===== src/rtl/bias_seq_pkg.sv =====
// constants and types shared by the bias rail sequencer
package bias_seq_pkg;

   // time base
   localparam int CLK_PERIOD_NS   = 5;
   localparam int MS_NS           = 1000000;
   localparam int MS_CYCLES       = MS_NS / CLK_PERIOD_NS;
   localparam int DEGLITCH_NS     = 7000;
   localparam int DEGLITCH_CYCLES =
      (DEGLITCH_NS + CLK_PERIOD_NS - 1) / CLK_PERIOD_NS;

   // sequencing and fault timing, in milliseconds
   localparam int SLOT_MS          = 15;
   localparam int UV_TIMEOUT_MS    = 50;
   localparam int NUM_SLOTS        = 4;
   localparam logic [3:0] SLOT_LAST_MS  = 4'(SLOT_MS - 1);
   localparam logic [1:0] SLOT_LAST_IDX = 2'(NUM_SLOTS - 1);
   localparam logic [5:0] UV_EXPIRE_MS  = 6'(UV_TIMEOUT_MS + 1);

   // rail bit positions and masks
   localparam int NUM_RAILS = 4;
   localparam int RAIL_POS  = 0;
   localparam int RAIL_NEG  = 1;
   localparam int RAIL_GLO  = 2;
   localparam int RAIL_GHI  = 3;
   localparam logic [3:0] M_NONE = 4'h0;
   localparam logic [3:0] M_POS  = 4'h1;
   localparam logic [3:0] M_NEG  = 4'h2;
   localparam logic [3:0] M_GLO  = 4'h4;
   localparam logic [3:0] M_GHI  = 4'h8;

   // fault pin duty in quarters of a four-tick period
   localparam logic [1:0] DUTY_OFF   = 2'h0;
   localparam logic [1:0] DUTY_BL    = 2'h1;
   localparam logic [1:0] DUTY_BIAS  = 2'h2;
   localparam logic [1:0] DUTY_THERM = 2'h3;

   // resistor code as delivered by the sense front end
   typedef enum logic [2:0] {
      SEQ_10  = 3'h0,
      SEQ_30  = 3'h1,
      SEQ_51  = 3'h2,
      SEQ_68  = 3'h3,
      SEQ_91  = 3'h4,
      SEQ_110 = 3'h5,
      SEQ_150 = 3'h6
   } seq_code_e;

   typedef enum logic [2:0] {
      ST_IDLE  = 3'h0,
      ST_SOFT  = 3'h1,
      ST_UP    = 3'h2,
      ST_ON    = 3'h3,
      ST_DOWN  = 3'h4,
      ST_LATCH = 3'h5
   } seq_state_e;

endpackage : bias_seq_pkg


===== src/rtl/en_deglitch.sv =====
// deglitch filter and edge pulses for the enable pin
`timescale 1ns/100ps
module en_deglitch #(
   parameter int STABLE_CYCLES = bias_seq_pkg::DEGLITCH_CYCLES
) (
   input  wire logic ref_clk,
   input  wire logic rst,
   input  wire logic raw,
   output logic      level_q,
   output logic      rise_q,
   output logic      fall_q
);
   localparam int CW = $clog2(STABLE_CYCLES);

   logic [CW-1:0] cnt_q;

   if (STABLE_CYCLES < 2) begin : g_bad_param
      $error("en_deglitch: STABLE_CYCLES must be at least 2");
   end

   // filter window
   // any excursion shorter than the window restarts the count
   always_ff @(posedge ref_clk) begin
      if (rst) begin
         cnt_q   <= '0;
         level_q <= 1'b0;
         rise_q  <= 1'b0;
         fall_q  <= 1'b0;
      end else begin
         rise_q <= 1'b0;
         fall_q <= 1'b0;
         if (raw == level_q) begin
            cnt_q <= '0;
         end else if (cnt_q == CW'(STABLE_CYCLES - 1)) begin
            cnt_q   <= '0;
            level_q <= raw;
            rise_q  <= raw;
            fall_q  <= ~raw;
         end else begin
            cnt_q <= cnt_q + 1'b1;
         end
      end
   end

endmodule : en_deglitch


===== src/rtl/tft_bias_rail_sequencer.sv =====
// sequencing and fault supervision of the display bias rails
`timescale 1ns/100ps
module tft_bias_rail_sequencer #(
   parameter int MS_CYCLES       = bias_seq_pkg::MS_CYCLES,
   parameter int DEGLITCH_CYCLES = bias_seq_pkg::DEGLITCH_CYCLES
) (
   input  wire logic       ref_clk,
   input  wire logic       rst,
   input  wire logic       host_mode,
   input  wire logic [2:0] sequence_select_code,
   input  wire logic       en_pin,
   input  wire logic [3:0] host_rail_en,
   input  wire logic       host_boost_en,
   input  wire logic       boost_ss_done,
   input  wire logic [3:0] rail_pgood,
   input  wire logic [3:0] rail_short,
   input  wire logic       bias_hot,
   input  wire logic       bias_cooled,
   input  wire logic       bl_hot,
   input  wire logic       bl_cooled,
   input  wire logic       bl_fault,
   input  wire logic       fault_flag_out_i,
   output logic [3:0]      rail_en_q,
   output logic            boost_input_rail_en_q,
   output logic            backlight_en_q,
   output logic [3:0]      rail_fault_q,
   output logic            fault_flag_out_o,
   output logic            fault_flag_out_oe_n
);
   localparam int TICK_W = $clog2(MS_CYCLES);

   if (MS_CYCLES < 2) begin : g_bad_param
      $error("tft_bias_rail_sequencer: MS_CYCLES must be at least 2");
   end

   bias_seq_pkg::seq_code_e  code;
   bias_seq_pkg::seq_state_e state_q;
   logic [TICK_W-1:0]        tick_cnt_q;
   logic [3:0]               slot_ms_q;
   logic [1:0]               slot_q;
   logic [3:0]               seq_rails_q;
   logic [1:0]               phase_q;
   logic                     bias_therm_q;
   logic                     bl_therm_q;
   logic                     en_level;
   logic                     en_rise;
   logic                     en_fall;
   logic                     tick;
   logic                     slot_fire;
   logic                     restart;
   logic                     bias_kill;
   logic                     sa_fault_now;
   logic [3:0]               uv_exp;
   logic [3:0]               rail_hit;
   logic [3:0]               host_fset;
   logic [3:0]               rail_en_d;
   logic                     boost_d;
   logic                     all_good;
   logic                     bl_ready;
   logic [1:0]               duty;
   logic                     fault_drive;

   // power-up order per code, slot 0 in the low nibble
   // three-rail codes leave the top slot empty
   // code 110 enables rails in pairs
   function automatic logic [15:0] up_order(
      input bias_seq_pkg::seq_code_e c);
      case (c)
         bias_seq_pkg::SEQ_10:  up_order = {bias_seq_pkg::M_GHI,
            bias_seq_pkg::M_GLO, bias_seq_pkg::M_NEG, bias_seq_pkg::M_POS};
         bias_seq_pkg::SEQ_30:  up_order = {bias_seq_pkg::M_GLO,
            bias_seq_pkg::M_GHI, bias_seq_pkg::M_NEG, bias_seq_pkg::M_POS};
         bias_seq_pkg::SEQ_51:  up_order = {bias_seq_pkg::M_GHI,
            bias_seq_pkg::M_GLO, bias_seq_pkg::M_POS, bias_seq_pkg::M_NEG};
         bias_seq_pkg::SEQ_68:  up_order = {bias_seq_pkg::M_NONE,
            bias_seq_pkg::M_GHI, bias_seq_pkg::M_GLO, bias_seq_pkg::M_POS};
         bias_seq_pkg::SEQ_91:  up_order = {bias_seq_pkg::M_NONE,
            bias_seq_pkg::M_GLO, bias_seq_pkg::M_GHI, bias_seq_pkg::M_POS};
         bias_seq_pkg::SEQ_110: up_order = {
            bias_seq_pkg::M_GLO | bias_seq_pkg::M_GHI,
            bias_seq_pkg::M_NONE, bias_seq_pkg::M_NONE,
            bias_seq_pkg::M_POS | bias_seq_pkg::M_NEG};
         bias_seq_pkg::SEQ_150: up_order = {bias_seq_pkg::M_POS,
            bias_seq_pkg::M_NEG, bias_seq_pkg::M_GHI, bias_seq_pkg::M_GLO};
         default:               up_order = '0;
      endcase
   endfunction : up_order

   // power-down walks the power-up order backwards
   function automatic logic [3:0] slot_mask(
      input bias_seq_pkg::seq_code_e c,
      input logic [1:0]              slot,
      input logic                    down);
      logic [15:0] ord;
      logic [1:0]  idx;
      ord = up_order(c);
      if (!down) begin
         idx = slot;
      end else if (c == bias_seq_pkg::SEQ_68 ||
                   c == bias_seq_pkg::SEQ_91) begin
         // three rails: down slots 0..2 mirror up slots 2..0
         idx = 2'h2 - slot;
      end else begin
         idx = ~slot;
      end
      slot_mask = ord[idx*4 +: 4];
   endfunction : slot_mask

   assign code = bias_seq_pkg::seq_code_e'(sequence_select_code);

   en_deglitch #(
      .STABLE_CYCLES(DEGLITCH_CYCLES)
   ) u_en_deglitch (
      .ref_clk(ref_clk),
      .rst    (rst),
      .raw    (en_pin),
      .level_q(en_level),
      .rise_q (en_rise),
      .fall_q (en_fall)
   );

   // millisecond tick, restarted with each sequence
   assign tick = tick_cnt_q == TICK_W'(MS_CYCLES - 1);
   assign restart = !host_mode &&
      ((state_q == bias_seq_pkg::ST_IDLE && en_rise) ||
       (state_q == bias_seq_pkg::ST_SOFT && boost_ss_done && !en_fall) ||
       ((state_q == bias_seq_pkg::ST_UP ||
         state_q == bias_seq_pkg::ST_ON) && en_fall));

   always_ff @(posedge ref_clk) begin
      if (rst || restart || tick) begin
         tick_cnt_q <= '0;
      end else begin
         tick_cnt_q <= tick_cnt_q + 1'b1;
      end
   end

   // slots every 15 ms from the sequence start
   assign slot_fire = tick && slot_ms_q == bias_seq_pkg::SLOT_LAST_MS;

   always_ff @(posedge ref_clk) begin
      if (rst || restart) begin
         slot_ms_q <= '0;
         slot_q    <= '0;
      end else if (slot_fire) begin
         slot_ms_q <= '0;
         slot_q    <= slot_q + 1'b1;
      end else if (tick) begin
         slot_ms_q <= slot_ms_q + 1'b1;
      end
   end

   for (genvar i = 0; i < bias_seq_pkg::NUM_RAILS; i++) begin : g_uv
      logic [5:0] uv_ms_q;
      always_ff @(posedge ref_clk) begin
         if (rst || !rail_en_q[i] || rail_pgood[i]) begin
            uv_ms_q <= '0;
         end else if (tick && uv_ms_q != bias_seq_pkg::UV_EXPIRE_MS) begin
            uv_ms_q <= uv_ms_q + 1'b1;
         end
      end
      assign uv_exp[i] = uv_ms_q == bias_seq_pkg::UV_EXPIRE_MS;
   end

   // a short counts on its first cycle, no filtering
   assign rail_hit     = (rail_short & rail_en_q) | uv_exp;
   assign sa_fault_now = !host_mode && (|rail_hit);
   assign host_fset    = {4{host_mode}} & host_rail_en & rail_hit;
   assign bias_kill    = bias_therm_q | bias_hot;

   always_ff @(posedge ref_clk) begin
      if (rst || host_mode) begin
         // enable pin has no effect in host mode
         state_q     <= bias_seq_pkg::ST_IDLE;
         seq_rails_q <= bias_seq_pkg::M_NONE;
      end else if (sa_fault_now) begin
         // latch everything at once, no down sequence
         state_q     <= bias_seq_pkg::ST_LATCH;
         seq_rails_q <= bias_seq_pkg::M_NONE;
      end else begin
         unique case (state_q)
            bias_seq_pkg::ST_IDLE: begin
               if (en_rise) begin
                  state_q <= bias_seq_pkg::ST_SOFT;
               end
            end
            bias_seq_pkg::ST_SOFT: begin
               if (en_fall) begin
                  state_q <= bias_seq_pkg::ST_IDLE;
               end else if (boost_ss_done) begin
                  state_q <= bias_seq_pkg::ST_UP;
               end
            end
            bias_seq_pkg::ST_UP: begin
               if (en_fall) begin
                  state_q <= bias_seq_pkg::ST_DOWN;
               end else if (slot_fire) begin
                  seq_rails_q <= seq_rails_q | slot_mask(code, slot_q, 1'b0);
                  if (slot_q == bias_seq_pkg::SLOT_LAST_IDX) begin
                     state_q <= bias_seq_pkg::ST_ON;
                  end
               end
            end
            bias_seq_pkg::ST_ON: begin
               if (en_fall) begin
                  state_q <= bias_seq_pkg::ST_DOWN;
               end
            end
            bias_seq_pkg::ST_DOWN: begin
               if (slot_fire) begin
                  seq_rails_q <= seq_rails_q & ~slot_mask(code, slot_q, 1'b1);
                  if (slot_q == bias_seq_pkg::SLOT_LAST_IDX) begin
                     state_q <= bias_seq_pkg::ST_IDLE;
                  end
               end
            end
            bias_seq_pkg::ST_LATCH: begin
               // a low enable or host mode releases the latch
               if (!en_level) begin
                  state_q <= bias_seq_pkg::ST_IDLE;
               end
            end
            default: begin
               state_q <= bias_seq_pkg::ST_IDLE;
            end
         endcase
      end
   end

   // thermal flags clear on the cooled indication
   // separate flags so a backlight trip leaves the bias section on; a bias trip also drops the backlight
   always_ff @(posedge ref_clk) begin
      if (rst) begin
         bias_therm_q <= 1'b0;
      end else if (bias_hot) begin
         bias_therm_q <= 1'b1;
      end else if (bias_cooled) begin
         bias_therm_q <= 1'b0;
      end
   end

   always_ff @(posedge ref_clk) begin
      if (rst) begin
         bl_therm_q <= 1'b0;
      end else if (bl_hot) begin
         bl_therm_q <= 1'b1;
      end else if (bl_cooled) begin
         bl_therm_q <= 1'b0;
      end
   end

   // fault clears with the enable bit, set and clear exclusive
   // stand-alone keeps the offending rails visible until idle
   always_ff @(posedge ref_clk) begin
      if (rst) begin
         rail_fault_q <= '0;
      end else if (host_mode) begin
         rail_fault_q <= (rail_fault_q & host_rail_en) | host_fset;
      end else if (state_q == bias_seq_pkg::ST_IDLE) begin
         rail_fault_q <= '0;
      end else begin
         rail_fault_q <= rail_fault_q | rail_hit;
      end
   end

   always_comb begin
      if (host_mode) begin
         // a faulted rail is held off without its neighbours
         // no rail before boost soft-start completes
         rail_en_d = host_rail_en & ~rail_fault_q & ~host_fset &
                     {4{boost_input_rail_en_q & boost_ss_done}};
         // a rail request also wakes the boost rail
         boost_d   = host_boost_en | (|host_rail_en);
      end else begin
         rail_en_d = sa_fault_now ? bias_seq_pkg::M_NONE : seq_rails_q;
         boost_d   = !sa_fault_now &&
                     state_q != bias_seq_pkg::ST_IDLE &&
                     state_q != bias_seq_pkg::ST_LATCH;
      end
   end

   // bias thermal trip drops the whole bias section
   always_ff @(posedge ref_clk) begin
      if (rst || bias_kill) begin
         rail_en_q             <= '0;
         boost_input_rail_en_q <= 1'b0;
      end else begin
         rail_en_q             <= rail_en_d;
         boost_input_rail_en_q <= boost_d;
      end
   end

   // backlight waits for every enabled rail power-good
   assign all_good = rail_en_q != '0 &&
                     (rail_pgood & rail_en_q) == rail_en_q;
   assign bl_ready = host_mode ? rail_en_q == (host_rail_en & ~rail_fault_q)
                               : state_q == bias_seq_pkg::ST_ON;

   // backlight trip leaves the bias rails alone
   always_ff @(posedge ref_clk) begin
      if (rst) begin
         backlight_en_q <= 1'b0;
      end else begin
         backlight_en_q <= all_good && bl_ready && !bl_therm_q &&
                           !bl_hot && !bias_kill;
      end
   end

   // duty in quarter periods, bias latch has priority
   always_comb begin
      if (state_q == bias_seq_pkg::ST_LATCH) begin
         duty = bias_seq_pkg::DUTY_BIAS;
      end else if (bias_therm_q) begin
         duty = bias_seq_pkg::DUTY_THERM;
      end else if (bl_therm_q || bl_fault) begin
         duty = bias_seq_pkg::DUTY_BL;
      end else begin
         duty = bias_seq_pkg::DUTY_OFF;
      end
   end

   // host mode holds the pin low while faulted
   assign fault_drive = host_mode ?
      (|rail_fault_q) || bias_therm_q || bl_therm_q || bl_fault :
      phase_q < duty;

   always_ff @(posedge ref_clk) begin
      if (rst) begin
         phase_q <= '0;
      end else if (tick) begin
         phase_q <= phase_q + 1'b1;
      end
   end

   // open drain: only ever pulls low
   always_ff @(posedge ref_clk) begin
      if (rst) begin
         fault_flag_out_o    <= 1'b0;
         fault_flag_out_oe_n <= 1'b1;
      end else begin
         fault_flag_out_o    <= 1'b0;
         fault_flag_out_oe_n <= !fault_drive;
      end
   end
endmodule : tft_bias_rail_sequencer


===== config.mk =====
export PLATFORM = sky130hd
export DESIGN_NAME = tft_bias_rail_sequencer
export DESIGN_NICKNAME = d
export VERILOG_FILES = /design/src/rtl/bias_seq_pkg.sv /design/src/rtl/en_deglitch.sv /design/src/rtl/tft_bias_rail_sequencer.sv
export SDC_FILE = /design/constraint.sdc
export NUM_CORES = 1
export LEC_CHECK = 0
export ABC_AREA = 1
export BUFFER_PORTS_ARGS = -buffer_cell sky130_fd_sc_hd__clkbuf_2
export CAP_MARGIN = 10
export CORE_UTILIZATION = 35
export DETAILED_ROUTE_END_ITERATION = 10
export PLACE_DENSITY = 0.54
export SYNTH_ARGS = -nofsm -noshare
export SYNTH_HDL_FRONTEND = slang
export SYNTH_HIERARCHICAL = 1
export SYNTH_SLANG_ARGS = --single-unit

===== constraint.sdc =====
create_clock -name ref_clk -period 3.64 [get_ports ref_clk]
set_clock_uncertainty 0.05 [all_clocks]
set_input_delay 0.546 -clock ref_clk [delete_from_list [all_inputs] [get_ports ref_clk]]
set_output_delay 0.546 -clock ref_clk [all_outputs]
set_load 0.1 [all_outputs]

After elaboration in Yosys (flattened, before gate mapping)
Index checks and enable logic that the tools add are counted.
{"block": "totals", "regBits": 84, "inputBits": 27, "output_inout_bits": 12, "word_cells": 219}
{"block": "classes", "addsub": 10, "magnitude_cmp": 1, "n_eq_ne": 45, "n_shift": 2, "n_mux": 49, "bitwise": 23, "reduce_logical": 67}
{"op": "two-way mux 16 bit", "n": 8}
{"op": "one-hot mux 16 bit (7 select lines)", "n": 1}
{"op": "bitwise AND 4 bit", "n": 9}
{"op": "two-way mux 3 bit", "n": 11}
{"op": "indexed part select 16 x 5 -> 4 bit", "n": 2}
{"op": "two-way mux 4 bit", "n": 7}
{"op": "adder 6 x 1 -> 6 bit, second input constant", "n": 4}
{"op": "== test 6 bit, second input constant", "n": 4}
{"op": "two-way mux 2 bit", "n": 12}
{"op": "!= test 6 bit, second input constant", "n": 4}
{"op": "logical OR 1 bit", "n": 20}
{"op": "adder 18 x 1 -> 18 bit, second input constant", "n": 1}
{"op": "== test 18 bit, second input constant", "n": 1}
{"op": "logical AND 1 bit", "n": 18}
{"op": "one-hot mux 3 bit (6 select lines)", "n": 1}
{"op": "bitwise OR 4 bit", "n": 4}
{"op": "AND reduction 8 bit", "n": 2}
{"op": "== test 3 bit, second input constant", "n": 5}
{"op": "== test 3 x 2 -> 1 bit, second input constant", "n": 4}
{"op": "!= test 3 x 2 -> 1 bit, second input constant", "n": 4}
{"op": "!= test 3 bit, second input constant", "n": 4}
{"op": "NOT 4 bit", "n": 3}
{"op": "OR reduction 4 bit", "n": 3}
{"op": "adder 11 x 1 -> 11 bit, second input constant", "n": 1}
{"op": "30 further kinds", "n": 64}

Logic depth before layout (Yosys ltp)
{"block": "logic_depth", "word_depth": 12, "depth_mapped": 13, "depth_no_buf": 12}

By module
Netlist, hierarchy kept.
{"module": "tft_bias_rail_sequencer", "n_inst": 1, "cells_each": 577, "area_per_inst_um2": 3981.3}
{"module": "en_deglitch", "n_inst": 1, "cells_each": 96, "area_per_inst_um2": 728.2}

Worst setup path before layout
OpenSTA, ideal clock, no wires.
{"block": "synth_path", "kind": "flip-flop to flip-flop", "start": "register rail_en_q[1]", "end": "register backlight_en_q", "setup_time_ns": 0.070, "t_arrival_ns": 1.626, "slack_ns": 1.894, "stages_incl_launch_ff": 6, "period_less_slack_ns": 1.746, "cell_sequence": "dfxtp_1 inv_1 xor2_1 nor2_1 nand3_1 a21oi_1"}
{"block": "synth_via", "elab_chain_cells": 7, "word_cells_on_any_way": 10, "cone_classes": "2 x eq/ne; 1 x mux; 1 x bitwise; 6 x reduce/logical"}
{"item": "start, declared", "line": "tft_bias_rail_sequencer.sv:23", "rtl": "output logic [3:0] rail_en_q,"}
{"item": "start signal, assigned", "line": "tft_bias_rail_sequencer.sv:288", "rtl": "rail_en_q <= rail_en_d;"}
{"item": "bitwise AND 4 bit", "line": "tft_bias_rail_sequencer.sv:295", "rtl": "(rail_pgood & rail_en_q) == rail_en_q;"}
{"item": "== test 4 bit", "line": "tft_bias_rail_sequencer.sv:295"}
{"item": "logical AND 1 bit", "line": "tft_bias_rail_sequencer.sv:294", "rtl": "assign all_good = rail_en_q != '0 &&"}
{"item": "logical AND 1 bit * (3 in a row)", "line": "tft_bias_rail_sequencer.sv:304", "rtl": "backlight_en_q <= all_good && bl_ready && !bl_therm_q &&"}
{"item": "logical AND 1 bit *", "line": "tft_bias_rail_sequencer.sv:305", "rtl": "!bl_hot && !bias_kill;"}
{"item": "end signal, assigned", "line": "tft_bias_rail_sequencer.sv:304"}
{"item": "end, declared", "line": "tft_bias_rail_sequencer.sv:25", "rtl": "output logic backlight_en_q,"}
Mark *: on every way between the ends. The rest lies on a longest branch, timed or not.
A chain may end at the register's enable or synchronous reset.

Worst setup path in the final report
{"block": "layout_path", "start": "register tick_cnt_q[0]", "end": "register seq_rails_q[1]"}
{"block": "layout_via", "elab_chain_cells": 4, "word_cells_on_any_way": 5, "cone_classes": "3 x eq/ne; 2 x reduce/logical"}
{"item": "start, declared", "line": "tft_bias_rail_sequencer.sv:38", "rtl": "logic [TICK_W-1:0] tick_cnt_q;"}
{"item": "start signal, assigned", "line": "tft_bias_rail_sequencer.sv:134", "rtl": "tick_cnt_q <= tick_cnt_q + 1'b1;"}
{"item": "== test 18 bit *", "line": "tft_bias_rail_sequencer.sv:123", "rtl": "assign tick = tick_cnt_q == TICK_W'(MS_CYCLES - 1);"}
{"item": "logical AND 1 bit *", "line": "tft_bias_rail_sequencer.sv:139", "rtl": "assign slot_fire = tick && slot_ms_q == bias_seq_pkg::SLOT_LAST_MS;"}
{"item": "!= test 2 bit (no line)"}
{"item": "AND reduction 4 bit (no line) *"}
{"item": "end signal, assigned", "line": "tft_bias_rail_sequencer.sv:175", "rtl": "seq_rails_q <= bias_seq_pkg::M_NONE;"}
{"item": "end signal, assigned", "line": "tft_bias_rail_sequencer.sv:179", "rtl": "seq_rails_q <= bias_seq_pkg::M_NONE;"}
{"item": "end signal, assigned", "line": "tft_bias_rail_sequencer.sv:198", "rtl": "seq_rails_q <= seq_rails_q | slot_mask(code, slot_q, 1'b0);"}
{"item": "end, declared", "line": "tft_bias_rail_sequencer.sv:41", "rtl": "logic [3:0] seq_rails_q;"}
Marks and branches as above.

==> flow_metrics.tcl <==
set metrics [dict create \
    worstPathArrival_ns 2.26 \
    drtPass1Iterations 5 \
    place_congestion 0.865 \
    start_kind "flip-flop" \
    async_reset_ff_share_pct 0 \
    worst_pin_slew_ns 0.567 \
    areaGrowthSynthToFinish_pct 13.4 \
    wl_per_cell_microns 12.1 \
    drt_iter0_drc 266 \
    cts-root-buf "clkbuf_16" \
    synth_top_area_share_pct 35.7 \
    synth_cells 673 \
    synth_edf_count 0 \
    cts_buffer_depth 2 \
    slew_violations 0 \
    ys_types 44 \
    ir_drop_mv 0.199 \
    hp-class "in2reg" \
    cts_tree "yes" \
    vias_per_cell 4.84 \
    min_period_ns 2.08 \
    holdBufCountCts 0 \
    drc 0 \
    required_ns 3.83 \
    grt_max_degree 19 \
    finalHoldViolCount 0 \
    critical_path_buf_inv_count 0 \
    clock-sinks 84 \
    dp.cells 876 \
    fp.dieArea_sq_mm 0.0139 \
    initial_core_util_pct 35.7 \
    synth-seq-cells 84 \
    crit_path_max_fanout 13 \
    port_buffers 36 \
    grt-ovfl-total 0 \
    clk_pin_slew_ns 0.06 \
    path_delay_family "simple AND/OR/NAND/NOR gates" \
    cts_resized 0 \
    grt_pass1_vias 4016 \
    timing.final.crit_share_pct 57.1 \
    synth_area_per_cell_sq_um 7.00 \
    status "complete, no violations" \
    h-tree-depth 3 \
    antenna_found_initial 0 \
    cts_buffers 9 \
    cpPeakStageDelay_ns 0.36 \
    crit_path_top_delay_cell "dfxtp_1" \
    clk-insertion-delay-late_ns 0.34 \
    p_leak_uw 0.00210 \
    antennaDiodeCount 0 \
    p_per_area_mw_per_mm2 370 \
    yosys-top-cells-area "dfxtp_1, nand2_1, inv_1, nor2_1, a21oi_1" \
    grt_pass1_wl_mm 18.2 \
    tns_ns 0 \
    yosysTopAreaCell "dfxtp_1" \
    synth_area_sq_mm 0.00471 \
    num_io_pins 39 \
    end_kind "flip-flop" \
    std_cell_rows 42 \
    synthesis.nets 710 \
    fmax_mhz 481 \
    path_cells "ha_1 > nand3_2 > nor2_4 > nand2_4 > nor2_8 > nand2_2 > nor2_4 > nand3_1 > a21oi_1 > nor2_1" \
    rsz0062_at_grt "false" \
    grt_use_total_pct 16.2 \
    drive_gt1_share_pct 14.5 \
    nNetsFinal 748 \
    yosysSeqAreaShare_pct 35.7 \
    dpl.hpwl_mm 8.32 \
    cap_violations 0 \
    vias 4313 \
    cts_setup_buffers 0 \
    ant_nets 0 \
    dieWidth_microns 118 \
    crit_type "reg2reg" \
    layout_commonest_cell "nand2_1" \
    core-area_sq_mm 0.0132 \
    fin_cells 892 \
    worst_path_most_repeated_cell "nor2_4" \
    routed_wl_mm 10.8 \
    slew_headroom_pct 62.3 \
    yosys_warnings 6 \
    fp.dieH_microns 118 \
    setup_viol 0 \
    synthFlopType "dfxtp_1" \
    layout_common_cells "nand2_1, dfxtp_1, inv_1, nor2_1, a21oi_1" \
]
[final timing paths]
kind / start / cells past startpoint / slack [ns] / to
hold reg to reg: tick_cnt_q[0]$_SDFF_PP0_ / 1 / 0.42 / tick_cnt_q[0]$_SDFF_PP0_
setup reg to reg: tick_cnt_q[0]$_SDFF_PP0_ / 10 / 1.56 / seq_rails_q[1]$_SDFFE_PP0P_
hold / removal: bl_cooled / 2 / 0.34 / bl_therm_q$_SDFFE_PP0P_
setup / recovery: tick_cnt_q[0]$_SDFF_PP0_ / 10 / 1.56 / seq_rails_q[1]$_SDFFE_PP0P_
[synthesized netlist by cell type, drive strengths merged, types with 8 or more instances]
library cell	number
nor2	99
ha	10
nand4	20
inv	87
nor3	22
nand3	51
nand2	152
dfxtp	84
xnor2	9
xor2	14
a21oi	57
o21ai	24
or2	8
[cell families after synthesis]
kind of cell | synth area share, %
buf+inv | 8.55
xor+xnor | 4.28
simple gates | 37.2
compound gates | 11.6
fa+ha+maj | 2.66
flops | 35.7
other cells | 0.0796
[registers in the layout (all words and copies together), names as in the netlist, 2 cells and up]
name	cells
tick_cnt_q	18
slot_q	2
g_uv.uv_ms_q	24
rail_fault_q	4
seq_rails_q	4
state_q	3
u_en_deglitch/cnt_q	11
slot_ms_q	4
rail_en_q	4
phase_q	2
[worst reg2reg max path: stages, from the launching register on]
cell and delay (ns):
dfxtp_1 0.36, ha_1 0.21, nand3_2 0.15, nor2_4 0.18, nand2_4 0.09, nor2_8 0.29, nand2_2 0.17, nor2_4 0.19
nand3_1 0.11, a21oi_1 0.13, nor2_1 0.05
[final cells by class]
| cell class | count | area (sq um) |
|---|---|---|
| inverter | 88 | 330 |
| tap | 176 | 220 |
| multi-input combinational | 492 | 2630 |
| clock inverter | 3 | 45.0 |
| sequential | 84 | 1680 |
| clock buffer | 13 | 260 |
| fill | 1383 | 7850 |
| timing repair buffer | 36 | 180 |
[metrics by stage]
step | util [%] | hold slack (ns) | power [uW] | setup slack [ns] | area, sq um
global placement | 38.2 | 0.400 | 1070 | 1.53 | 5040
global route | 40.5 | 0.346 | 2060 | 1.33 | 5340
floorplan | - | 0.380 | 1030 | 1.89 | 4710
detailed placement | 38.2 | 0.406 | 1070 | 1.49 | 5040
finish | 40.5 | 0.344 | 1980 | 1.56 | 5340
CTS | 40.5 | 0.328 | 2010 | 1.53 | 5340
[power breakdown]
part | total, uW | switching [uW] | internal, uW | leakage (uW)
combinational | 115 | 81.3 | 33.6 | 0.00128
sequential | 931 | 4.80 | 926 | 0.000678
clock | 932 | 362 | 569 | 0.000142
total | 1980 | 448 | 1530 | 0.00210
[routing by layer]
layer  GRT usage (%)  wire length [microns]  vias up
li1                -                      -     2270
met1            19.7                   5080     1960
met2            27.2                   5120       71
met3            3.88                    411       12
met4            7.05                    199        0
met5               0                      0        -
(Power assumes the default switching activity.)
